===== config.mk =====
export PLATFORM = sky130hd
export DESIGN_NAME = sas_adc_seq
export DESIGN_NICKNAME = d
export VERILOG_FILES = /design/src/sas_pkg.sv /design/src/sas_adc_seq.sv /design/src/sas_sar_core.sv /design/src/sas_tad_div.sv
export VERILOG_INCLUDE_DIRS = /design/src /design/src/src
export SDC_FILE = /design/constraint.sdc
export NUM_CORES = 1
export LEC_CHECK = 0
export BUFFER_PORTS_ARGS = -buffer_cell sky130_fd_sc_hd__buf_4
export CAP_MARGIN = 10
export CORE_ASPECT_RATIO = 1.5
export CORE_MARGIN = 10
export CORE_UTILIZATION = 33
export DETAILED_ROUTE_END_ITERATION = 8
export GPL_TIMING_DRIVEN = 0
export PLACE_DENSITY_LB_ADDON = 0.25
export SYNTH_ARGS = -nofsm -noshare
export SYNTH_HDL_FRONTEND = slang
export SYNTH_SLANG_ARGS = --single-unit

===== constraint.sdc =====
create_clock -name MCLK_I -period 4.6 [get_ports MCLK_I]
set_clock_uncertainty 0.15 [all_clocks]
set_input_delay 0.92 -clock MCLK_I [delete_from_list [all_inputs] [get_ports MCLK_I]]
set_output_delay 0.92 -clock MCLK_I [all_outputs]
set_load 0.02 [all_outputs]

===== src/sas_params.svh =====
// Constants for the successive-approximation converter sequencer.
// Assumes an 8-bit register port and a 125 MHz system clock.
`ifndef SAS_PARAMS_SVH
`define SAS_PARAMS_SVH

// Register offsets on the register port
`define SAS_OFF_FMT 8'h9c
`define SAS_OFF_MAIN 8'h9d
`define SAS_OFF_RESH 8'h9e
`define SAS_OFF_RESL 8'h9f
`define SAS_OFF_FLAG 8'ha0

// Reset values
`define SAS_FMT_RST 8'h00
`define SAS_MAIN_RST 8'h00
`define SAS_FLAG_RST 8'h00

// Field positions, format and reference register
`define SAS_FMT_ALIGN 7
`define SAS_FMT_CHMSB 6
`define SAS_FMT_REFEN 2
`define SAS_FMT_REFLVL 0

// Field positions, main control register
`define SAS_MAIN_CLKSEL 6
`define SAS_MAIN_CHLO 2
`define SAS_MAIN_GO 1
`define SAS_MAIN_EN 0

// Field positions, flag register
`define SAS_FLAG_IE 1
`define SAS_FLAG_DONE 0

// System clock ratios per conversion clock code
`define SAS_DIV_0 8'h08
`define SAS_DIV_1 8'h10
`define SAS_DIV_2 8'h20
`define SAS_DIV_3 8'h80

// Per-bit periods within one conversion and one abort
`define SAS_SAMPLE_TADS 4'h3
`define SAS_LAST_BIT_TAD 4'he
`define SAS_LAST_CONV_TAD 4'hf
`define SAS_LAST_ABORT_TAD 4'h1
`define SAS_MSB_IDX 4'hb
`define SAS_TRIAL_MSB 12'h800

`endif


===== src/sas_pkg.sv =====
// Types shared by the converter sequencer modules.
// Assumes the constants header is included where values are needed.
package sas_pkg;

  typedef enum logic [1:0] {SAS_IDLE, SAS_CONV, SAS_ABORT} sas_state_t;

  typedef struct packed {
    logic [7:0] cnt;
    logic tick;
  } sas_div_t;

  typedef struct packed {
    logic [11:0] trial;
    logic [3:0] idx;
  } sas_sar_t;

  typedef struct packed {
    sas_state_t state;
    logic align;
    logic ch_msb;
    logic ref_en;
    logic ref_lvl;
    logic [1:0] clk_sel;
    logic [3:0] ch_lo;
    logic go;
    logic enable;
    logic done_flag;
    logic irq_en;
    logic irq;
    logic sample;
    logic [11:0] result;
    logic [3:0] period;
    logic [7:0] rdata;
    logic cmp_meta;
    logic cmp_sync;
  } sas_main_t;

endpackage : sas_pkg


===== src/sas_adc_seq.sv =====
// Converter sequencer top: registers, start/abort control, alignment.
// Assumes a comparator and sample-and-hold outside, driven from here;
// the register port master never issues read and write together.
// Offsets, field positions and counts come from the constants header.
//
// The plain strobed port was left to the implementer.
`timescale 1ns/100ps
`default_nettype none
`include "sas_params.svh"

// Behaviour
// - Each conversion resolves 12 bits by successive approximation into result.
// - Five-bit channel code: 0 to 17 are inputs, 18 is 1.2V reference.
// - Clock select codes divide system clock by 8, 16, 32, 128.
// - A conversion lasts sixteen per-bit periods until status clears.
// - Done flag sets on every completion; only software clears it.
// - Interrupt request only when done flag and its enable are set.
// - Left alignment: bits 11..4 high, bits 3..0 in low upper nibble.
// - Right alignment: bits 11..10 high low bits, bits 9..2 low.
// - Conversion starts only with enable set and status written one.
// - Completion clears status, sets done flag, loads both result registers.
// - Clearing status early aborts; results keep last completed value.
// - After abort wait two periods, then sampling resumes by itself.
// - Reset clears all registers, disables converter, stops conversion.
// - No conversion runs while the device sleeps.
module sas_adc_seq
(
  input wire logic MCLK_I,
  input wire logic RST_B_I,
  input wire logic [7:0] ADDR_I,
  input wire logic [7:0] WDATA_I,
  input wire logic WR_I,
  input wire logic RD_I,
  output logic [7:0] RDATA_O,
  input wire logic SLEEP_I,
  input wire logic CMP_I,
  output logic [4:0] CH_SEL_O,
  output logic REF_INT_O,
  output logic REF_LVL_O,
  output logic SAMPLE_O,
  output logic [11:0] TRIAL_O,
  output logic BUSY_O,
  output logic IRQ_O
);

  sas_pkg::sas_main_t s;
  sas_pkg::sas_main_t next_s;
  // Handshakes with the divider and the trial register, all on MCLK_I
  logic tick;
  logic div_run;
  logic div_restart;
  logic sar_load;
  logic sar_decide;
  logic [11:0] trial;
  logic wr_fmt;
  logic wr_main;
  logic wr_flag;
  logic start_req;
  logic abort_req;

  // Address match, used by the write decode; the read mux compares ADDR_I in its own case
  function automatic logic hit(input logic [7:0] addr,
                               input logic [7:0] off);
    hit = (addr == off);
  endfunction : hit

  // High result byte under the chosen alignment
  function automatic logic [7:0] res_high(input logic align,
                                          input logic [11:0] r);
    if (align)
      res_high = {6'h00, r[11:10]};
    else
      res_high = r[11:4];
  endfunction : res_high

  // Low result byte; right alignment drops the two lowest bits
  function automatic logic [7:0] res_low(input logic align,
                                         input logic [11:0] r);
    if (align)
      res_low = r[9:2];
    else
      res_low = {r[3:0], 4'h0};
  endfunction : res_low

  // Write decode; result offsets have no write path at all
  assign wr_fmt = WR_I && hit(ADDR_I, `SAS_OFF_FMT);
  assign wr_main = WR_I && hit(ADDR_I, `SAS_OFF_MAIN);
  assign wr_flag = WR_I && hit(ADDR_I, `SAS_OFF_FLAG);

  // Per-bit period divider; runs only while converting or aborting.
  // A clock select change in mid-conversion bends one period, so
  // software should change it only while idle.
  assign div_run = (s.state != sas_pkg::SAS_IDLE);
  assign div_restart = (s.state != next_s.state);

  sas_tad_div u_div
  (
    .clk_i(MCLK_I),
    .rst_b_i(RST_B_I),
    .run_i(div_run),
    .restart_i(div_restart),
    .sel_i(s.clk_sel),
    .tick_o(tick)
  );

  // Bits are decided at the end of each period, so the comparator has
  // a whole period behind the two sync flops to settle
  // Trial register; loaded on entry to a conversion
  assign sar_load = (s.state == sas_pkg::SAS_IDLE)
                 && (next_s.state == sas_pkg::SAS_CONV);
  assign sar_decide = tick && (s.state == sas_pkg::SAS_CONV)
                   && (s.period >= `SAS_SAMPLE_TADS)
                   && (s.period <= `SAS_LAST_BIT_TAD);

  sas_sar_core u_sar
  (
    .clk_i(MCLK_I),
    .rst_b_i(RST_B_I),
    .load_i(sar_load),
    .decide_i(sar_decide),
    .cmp_i(s.cmp_sync),
    .trial_o(trial)
  );

  // Start needs the enable already on before this write
  // start condition
  assign start_req = wr_main && WDATA_I[`SAS_MAIN_GO]
                  && WDATA_I[`SAS_MAIN_EN] && s.enable;
  // Status written zero is an abort; status one with the enable bit
  // clear in the data is simply dropped
  assign abort_req = wr_main && !WDATA_I[`SAS_MAIN_GO];

  // Next-state logic: register writes first, then the sequencer,
  // so a hardware set of the done flag wins over a clearing write
  always_comb
  begin
    next_s = s;

    // Comparator is asynchronous to the clock; two flops first, as a
    // single flop could pass a metastable level into the trial bit
    next_s.cmp_meta = CMP_I;
    next_s.cmp_sync = s.cmp_meta;

    if (wr_fmt)
    begin
      next_s.align = WDATA_I[`SAS_FMT_ALIGN];
      next_s.ch_msb = WDATA_I[`SAS_FMT_CHMSB];
      next_s.ref_en = WDATA_I[`SAS_FMT_REFEN];
      next_s.ref_lvl = WDATA_I[`SAS_FMT_REFLVL];
    end

    if (wr_main)
    begin
      next_s.clk_sel = WDATA_I[`SAS_MAIN_CLKSEL +: 2];
      next_s.ch_lo = WDATA_I[`SAS_MAIN_CHLO +: 4];
      next_s.enable = WDATA_I[`SAS_MAIN_EN];
      if (start_req)
        next_s.go = 1'b1;
      else if (abort_req)
        next_s.go = 1'b0;
    end

    // Writing one to the done bit leaves it alone, so setting the
    // enable cannot wipe out a completion that has just landed
    // software clear of the flag
    if (wr_flag)
    begin
      next_s.irq_en = WDATA_I[`SAS_FLAG_IE];
      if (!WDATA_I[`SAS_FLAG_DONE])
        next_s.done_flag = 1'b0;
    end

    case (s.state)
      sas_pkg::SAS_IDLE:
      begin
        // A start written during sleep stays pending in the status bit
        // and begins on wake; one written in the hold-off runs after it
        // no start while asleep
        if (next_s.go && next_s.enable && !SLEEP_I)
        begin
          next_s.state = sas_pkg::SAS_CONV;
          next_s.period = 4'h0;
        end
      end

      sas_pkg::SAS_CONV:
      begin
        // Disable and sleep are handled like a status clear: the partial
        // trial is dropped and the hold-off still runs
        // abort keeps old result
        if (!next_s.go || !next_s.enable || SLEEP_I)
        begin
          next_s.state = sas_pkg::SAS_ABORT;
          next_s.go = 1'b0;
          next_s.period = 4'h0;
        end
        else if (tick)
        begin
          if (s.period == `SAS_LAST_CONV_TAD)
          begin
            // Result taken whole at the last edge, never bit by bit, so
            // a reader never sees a half-updated value
            // completion updates
            next_s.state = sas_pkg::SAS_IDLE;
            next_s.go = 1'b0;
            next_s.result = trial;
            next_s.done_flag = 1'b1;
            next_s.period = 4'h0;
          end
          else
            next_s.period = s.period + 4'h1;
        end
      end

      sas_pkg::SAS_ABORT:
      begin
        if (tick)
        begin
          if (s.period == `SAS_LAST_ABORT_TAD)
          begin
            next_s.state = sas_pkg::SAS_IDLE;
            next_s.period = 4'h0;
          end
          else
            next_s.period = s.period + 4'h1;
        end
      end

      default:
      begin
        next_s.state = sas_pkg::SAS_IDLE;
        next_s.period = 4'h0;
      end
    endcase

    // Idle tracks the input, so a start begins from a settled sample;
    // the hold-off keeps the switch open
    // sampling resumes after abort
    case (next_s.state)
      sas_pkg::SAS_IDLE:
        next_s.sample = next_s.enable && !SLEEP_I;
      sas_pkg::SAS_CONV:
        next_s.sample = (next_s.period < `SAS_SAMPLE_TADS);
      default:
        next_s.sample = 1'b0;
    endcase

    // Registered from the next flag value, so the request changes in the same clock as the flag
    // request gated by enable
    next_s.irq = next_s.done_flag && next_s.irq_en;

    // Read data stand in the cycle after the strobe only, and are zero
    // otherwise, so a late look by the master never sees stale data
    next_s.rdata = 8'h00;
    if (RD_I)
    begin
      case (ADDR_I)
        `SAS_OFF_FMT:
        begin
          next_s.rdata = {s.align, s.ch_msb, 3'h0, s.ref_en, 1'h0,
                          s.ref_lvl};
        end
        `SAS_OFF_MAIN:
        begin
          next_s.rdata = {s.clk_sel, s.ch_lo, s.go, s.enable};
        end
        // Alignment applied here, so a format change reformats the
        // last result without a new conversion
        `SAS_OFF_RESH:
        begin
          next_s.rdata = res_high(s.align, s.result);
        end
        `SAS_OFF_RESL:
        begin
          next_s.rdata = res_low(s.align, s.result);
        end
        `SAS_OFF_FLAG:
        begin
          next_s.rdata = {6'h00, s.irq_en, s.done_flag};
        end
        // Offsets outside the map read as zero
        default:
        begin
          next_s.rdata = 8'h00;
        end
      endcase
    end
  end

  // Reset is synchronous: hold it low across at least one rising edge
  // State register; reset turns the converter off mid-conversion
  // everything to reset state
  always_ff @(posedge MCLK_I)
  begin
    if (!RST_B_I)
      s <= '0;
    else
      s <= next_s;
  end

  // Channel code goes straight to the input multiplexer; reserved
  // codes above the reference are passed on and select nothing
  // channel routing
  assign CH_SEL_O = {s.ch_msb, s.ch_lo};

  // The regulator's settling time is left to software, no hardware wait
  // Reference control for the analog front end
  // reference source and level
  assign REF_INT_O = s.ref_en;
  assign REF_LVL_O = s.ref_lvl;

  // BUSY mirrors the status bit, so it is up through a pending start
  // Front-end controls, all from flops
  assign SAMPLE_O = s.sample;
  assign TRIAL_O = trial;
  assign BUSY_O = s.go;
  assign IRQ_O = s.irq;
  assign RDATA_O = s.rdata;

endmodule : sas_adc_seq
`default_nettype wire


===== src/sas_sar_core.sv =====
// Successive-approximation register: trial value and bit pointer.
// Assumes the comparator level is already synchronised.
`timescale 1ns/100ps
`default_nettype none
`include "sas_params.svh"

module sas_sar_core
(
  input wire logic clk_i,
  input wire logic rst_b_i,
  input wire logic load_i,
  input wire logic decide_i,
  input wire logic cmp_i,
  output logic [11:0] trial_o
);

  sas_pkg::sas_sar_t s;
  sas_pkg::sas_sar_t next_s;
  logic [11:0] cur_bit;
  logic [11:0] low_bit;

  // Masks for the bit under test and the one below it
  assign cur_bit = 12'h001 << s.idx;
  assign low_bit = cur_bit >> 1;

  // Comparator high keeps the trial bit, low drops it
  always_comb
  begin
    next_s = s;
    if (load_i)
    begin
      next_s.trial = `SAS_TRIAL_MSB;
      next_s.idx = `SAS_MSB_IDX;
    end
    else if (decide_i)
    begin
      next_s.trial = cmp_i ? s.trial : (s.trial & ~cur_bit);
      next_s.trial = next_s.trial | low_bit;
      if (s.idx != 4'h0)
        next_s.idx = s.idx - 4'h1;
    end
  end

  always_ff @(posedge clk_i)
  begin
    if (!rst_b_i)
      s <= '0;
    else
      s <= next_s;
  end

  assign trial_o = s.trial;

endmodule : sas_sar_core
`default_nettype wire


===== src/sas_tad_div.sv =====
// Per-bit conversion period divider: one-cycle tick every N clocks.
// Assumes run and restart come from logic on the same clock.
`timescale 1ns/100ps
`default_nettype none
`include "sas_params.svh"

module sas_tad_div
(
  input wire logic clk_i,
  input wire logic rst_b_i,
  input wire logic run_i,
  input wire logic restart_i,
  input wire logic [1:0] sel_i,
  output logic tick_o
);

  sas_pkg::sas_div_t s;
  sas_pkg::sas_div_t next_s;
  logic [7:0] last;

  // Ratio lookup, last count is one below the ratio
  always_comb
  begin
    case (sel_i)
      2'h0: last = `SAS_DIV_0 - 8'h01;
      2'h1: last = `SAS_DIV_1 - 8'h01;
      2'h2: last = `SAS_DIV_2 - 8'h01;
      default: last = `SAS_DIV_3 - 8'h01;
    endcase
  end

  // Restart keeps the first period after it a full one
  always_comb
  begin
    next_s = s;
    next_s.tick = 1'b0;
    if (!run_i || restart_i)
      next_s.cnt = 8'h00;
    // Greater-or-equal, so a shorter ratio chosen mid-count cannot
    // run the counter round through all 256 values
    else if (s.cnt >= last)
    begin
      next_s.cnt = 8'h00;
      next_s.tick = 1'b1;
    end
    else
      next_s.cnt = s.cnt + 8'h01;
  end

  always_ff @(posedge clk_i)
  begin
    if (!rst_b_i)
      s <= '0;
    else
      s <= next_s;
  end

  assign tick_o = s.tick;

endmodule : sas_tad_div
`default_nettype wire

== Yosys cells after proc, flatten, opt, wreduce, memory -nomap -nowiden ==
Index checks and enable logic that the tools add are counted.
Storage, ports and cells
  flip-flop bits (word level): 69
  word-level logic and storage cells: 124
  output and inout port bits: 30
  input bits: 22
Cells by class
  bitwise operators: 5
  $lt $le $gt $ge: 4
  reductions and logical operators: 37
  eq/ne operators: 13
  add/sub/neg operators: 3
  multiplexer cells: 37
  shift-type cells: 1
Operators by type and width (count)
  $eq 8x8->1 const B: 5
  $pmux 8 s5: 1
  $mux 16: 2
  $mux 4: 7
  $pmux 7 s3: 1
  $mux 2: 8
  $mux 8: 2
  $logic_and 1x1->1: 15
  $and 12x12->12: 1
  $mux 1: 12
  $mux 12: 1
  $not 12->12: 1
  $or 12x11->12: 1
  $pmux 4 s3: 1
  $shl 1x4->12 const A: 1
  $add 8x1->8 const B: 1
  $ge 8x7->1: 1
  $eq 2x1->1 const B: 3
  $logic_not 2->1: 3
  $pmux 2 s3: 1
  $reduce_and 2->1: 3
  $reduce_bool 2->1: 3
  $logic_not 1->1: 5
  $add 4x1->4 const B: 1
  other kinds (15): 20

== Longest topological paths before layout ==
  depth after elaboration: 16
  depth in mapped cells: 9
  depth with buffers taken out: 9

== Hierarchy ==
From an unflattened synthesis, not the netlist that was laid out.
Second synthesis, totals
  cells, all modules: 419
  area total of the unflattened synthesis: 3642.2 µm²
Modules (own cells, without submodules)
  sas_adc_seq: seq. area each 880.8 µm², instances 1, cells an instance 277, area each 2348.5 µm²
  sas_sar_core: seq. area each 320.3 µm², instances 1, cells an instance 94, area each 837.1 µm²
  sas_tad_div: seq. area each 180.2 µm², instances 1, cells an instance 48, area each 456.7 µm²

== Least setup slack after synthesis ==
No wires, ideal clock.
  path kind: in2reg
  from: in ADDR_I[7]
  to: reg s, in the netlist SAMPLE_O
  arrival: 2.604 ns
  cell stages on the path: 7
  buffers on the path: 0
  path slack: 1.759 ns
  data required time: 4.363 ns
  library setup time: 0.087 ns
  cells stage by stage: or2b_4 nor3_4 mux2_4 a21o_1 a211oi_1 nor2_1 o31ai_1
On the way
  word-level cells in the longest chain between the ends: 14
  elaborated cells between the ends (all ways): 26
  those cells by class: order compare: 1; eq/ne: 2; mux: 10; reduce/logical: 13
Ends and longest elaborated chain
  start, declared: line sas_adc_seq.sv:30  | input wire logic [7:0] ADDR_I,
  $eq 8x8->1 (*): line sas_adc_seq.sv:64  | hit = (addr == off);
  $logic_and 1x1->1 (*): line sas_adc_seq.sv:87  | assign wr_main = WR_I && hit(ADDR_I, `SAS_OFF_MAIN);
  $logic_and 1x1->1 (3 in series): line sas_adc_seq.sv:127  | assign start_req = wr_main && WDATA_I[`SAS_MAIN_GO]
  $mux 1: line sas_adc_seq.sv:157  | if (start_req)
  $mux 2 (*): line sas_adc_seq.sv:152  | if (wr_main)
  $logic_not 1->1: line sas_adc_seq.sv:191  | if (!next_s.go || !next_s.enable || SLEEP_I)
  $logic_or 1x1->1 (2 in series): line sas_adc_seq.sv:191
  $mux 4 / $mux 2 (equally long branches): line sas_adc_seq.sv:191
  $pmux 4 s3 / $pmux 2 s3 (equally long branches): line sas_adc_seq.sv:173  | case (s.state)
  $lt 4x2->1 (no line) (tied with other cells)
  $pmux 1 s2 (*): line sas_adc_seq.sv:239  | case (next_s.state)
  end signal, assigned: line sas_adc_seq.sv:298  | s <= next_s;
  end, declared: line sas_adc_seq.sv:46  | sas_pkg::sas_main_t s;
Mark *: on every way between the ends. The rest lies on a longest branch, timed or not.
A chain may end at the register's enable or synchronous reset.

== Final worst setup path ==
  from: in ADDR_I[5]
  to: reg s, in the netlist SAMPLE_O
The elaborated chain is that of the path after synthesis.

==> impl_results.md <==
* Status: complete, no violations
* Setup WS pre-CTS at 1200 ps
* Top Ports at 52
* Max IR drop VDD at 0.000194 V
* Nets at 492
* Max-cap violations at 0
* Largest net degree at the start of global routing at 13
* Clk_lat worst skew at around 330 ps
* Starting Density at 0.339
* Primary FF master, synth: dfxtp_1
* Fin crit share at 0.658
* Drt initial violations at 123
* Post-Syn Instances at 399
* Syn Std Cell Area at 3450 sq um
* Fin Setup TNS at 0 ps
* Internal Dissipation at roughly 1.1 mW
* Post-synth top area share at 0.400
* Slew margin rel. at 0.508
* GP Congestion at slightly below 0.9
* Post-synth ARST share at 0
* Max-slew violations at 0
* Vias in the first global route at 3008
* DP HPWL at 6890 um
* Yosys cell types at 55
* Die Span Y at 145 um
* Worst r2r dst: SAMPLE_O
* Worst R2R Path Depth at 8
* Finished Cell Area at 4330 sq um
* Antenna diodes at 0
* Flop2flop setup slack at 2000 ps
* Sink Count at about 70
* CTS Root Cell: clkbuf_16
* Initial antenna violation count at 0
* Syn-to-layout area delta at 25.4%
* Part of the power in combinational logic at 0.029
* CP endpoint kind: register
* Setup ws final at 1570 ps
* Critical path type: in2reg
* P_sw at 284 uW
* DR pass1 iterations at 4
* Max Clk Rate at 0.331 GHz
* RSZ-0062 raised after global routing: false
* Clock Path Buffers at 2
* CP endpoint: SAMPLE_O
* Critical Path RT at 4690 ps
* GRT Resource Usage Total at 0.117
* WL final at between 8000 and 9000 um
* Rows at 45
* Worst Max-Slew Pin Slew at 732 ps
* Count leader, synth: dfxtp_1
* Static Leakage at 1.70 nW
* Share of cells above drive strength 1 at 0.226
* Core area at around 10000 sq um
* Cts repair resizes at 0
* Finished Layout Cells at 606
* Final Power at 1.39 mW
* Cell taking the most area after synthesis: dfxtp_1
* Postcts setup bufs at 0
* CTS tree: yes
* Sequential share of the synthesized area at 0.400
* Fillers at 1029
* Routed WL per cell at 14.6 um
* Crit-path max FO at 10
* Final Setup Violations at 0
* Post-DP Area at roughly 4000 sq um
* PortBufs at 50
* Post-cts hold buffer count at 0
* Inst Count DP at 590
* GRT overflow at 0
* Yosys reg bits at 69
* Worst-path clk slew at 50 ps
* Ranking of synthesized cells by area: dfxtp_1, mux2i_1, nor2_1
* Worst Setup SP: ADDR_I[5]
* Num CTS Buffers at 9
* Sequential power share at 0.432
* Post-synth EDFFs at 0
* Htree depth at 3
* Min-Delay Path Class: reg2reg
* Vias at 3051
* Final min period at around 3000 ps
* Worst r2r src: s[10]
* Die area at 15000 sq um
* Vias/cell at 5.03
* Sw Ratio at 0.204
* Clock Power Share at 0.539
* Cell Pwr Density at ~320 nW/um^2
* Top post-synthesis cells by count: dfxtp_1, nor2_1, nand2_1
* Crit path launch type: input pin
* Min Hold Slack at 284 ps
* Syn avg cell area at 8.66 sq um
* Syn nets at 431
* Synth warn at 0
* First-pass GRT wire length at 14500 um
* CP arrival at about 3100 ps
* Die X-Extent at slightly above 100 um
* Remaining DRCs at 0
* Final hold vios at 0
* Post-route ant nets at 0
* Util after Layout at 0.425
[power by group through the flow]
| stage | sequential [mW] | clock [mW] | combinational (mW) |
|---|---|---|---|
| 6_report | 0.599 | 0.747 | 0.0408 |
| 5_1_grt | 0.599 | 0.783 | 0.0449 |
| 4_1_cts | 0.599 | 0.763 | 0.0411 |
| 3_5_place_dp | 0.612 | 0 | 0.0410 |
| 3_3_place_gp | 0.612 | 0 | 0.0403 |
| 2_1_floorplan | 0.612 | 0 | 0.0176 |
[per-layer routing]
layer,vias to the layer above,wire [um],global-route usage
met3,17,418,0.0363
met5,-,0,0
met1,1451,3520,0.118
li1,1517,-,-
met2,66,4680,0.211
met4,0,251,0.0545
[flip-flops by register name, summed over array words and instances (netlist names), 4 cells and up]
| name | count |
|---|---|
| u_sar.s | 4 |
| CH_SEL_O | 5 |
| u_div.s | 8 |
| s | 25 |
| RDATA_O | 8 |
| u_sar.trial_o | 12 |
[cell type report]
cell class / count / area [sq um] / area share
Buffer: 39 / 249 / 0.0575
Clock buffer: 10 / 239 / 0.0552
Clock inverter: 6 / 86.3 / 0.0199
Inverter: 10 / 37.5 / 0.00867
Multi-Input combinational cell: 281 / 1790 / 0.412
Sequential cell: 69 / 1380 / 0.319
Tap cell: 141 / 176 / 0.0407
Timing Repair Buffer: 50 / 375 / 0.0867
[worst max-delay path: stages]
cell and delay [ps]:
buf_4 110, nand4b_2 320, nor3_4 500, mux2i_1 490
o32a_1 230, a2bb2oi_1 210, nor2_1 80, o31ai_1 260
[cells by family (layout without fill, tap and decap cells)]
| kind of cell | Yosys count | count (layout) | synth area share |
|---|---|---|---|
| flops | 69 | 69 | 0.400 |
| compound gates | 75 | 75 | 0.144 |
| simple gates | 160 | 160 | 0.233 |
| xor+xnor | 6 | 6 | 0.0152 |
| buf+inv | 49 | 115 | 0.0829 |
| fa+ha+maj | 10 | 10 | 0.0362 |
| mux | 30 | 30 | 0.0884 |
[worst min-delay path by stage]
stage / slack [ps] / endpoint / depth (start not counted) / start
3_5_place_dp: 270 / s[0] / 1 / next_s[0]
3_3_place_gp: 270 / u_div.s[1] / 1 / u_div.s[1]
5_1_grt: 320 / s[0] / 1 / next_s[0]
2_1_floorplan: 260 / s[0] / 1 / next_s[0]
4_1_cts: 290 / s[0] / 1 / next_s[0]
6_report: 280 / s[0] / 1 / next_s[0]
[cell usage in the layout (no fill, tap or decap), types with 3 or more instances in the layout]
master	n
and3_1	4
xor2_1	4
o31ai_1	5
clkbuf_16	9
and2_1	5
nor2_1	62
a22oi_1	6
nor4_1	3
nand2b_1	4
a21oi_1	24
nand3_1	10
clkbuf_1	11
inv_1	10
nor3_1	6
nand4_1	5
a211oi_1	6
dfxtp_1	69
nand2_1	39
buf_4	75
mux2i_1	29
ha_1	10
nor2b_1	4
o21ai_0	12
a32oi_1	4
nand3b_1	3
a21o_1	4
(Power assumes the default switching activity.)
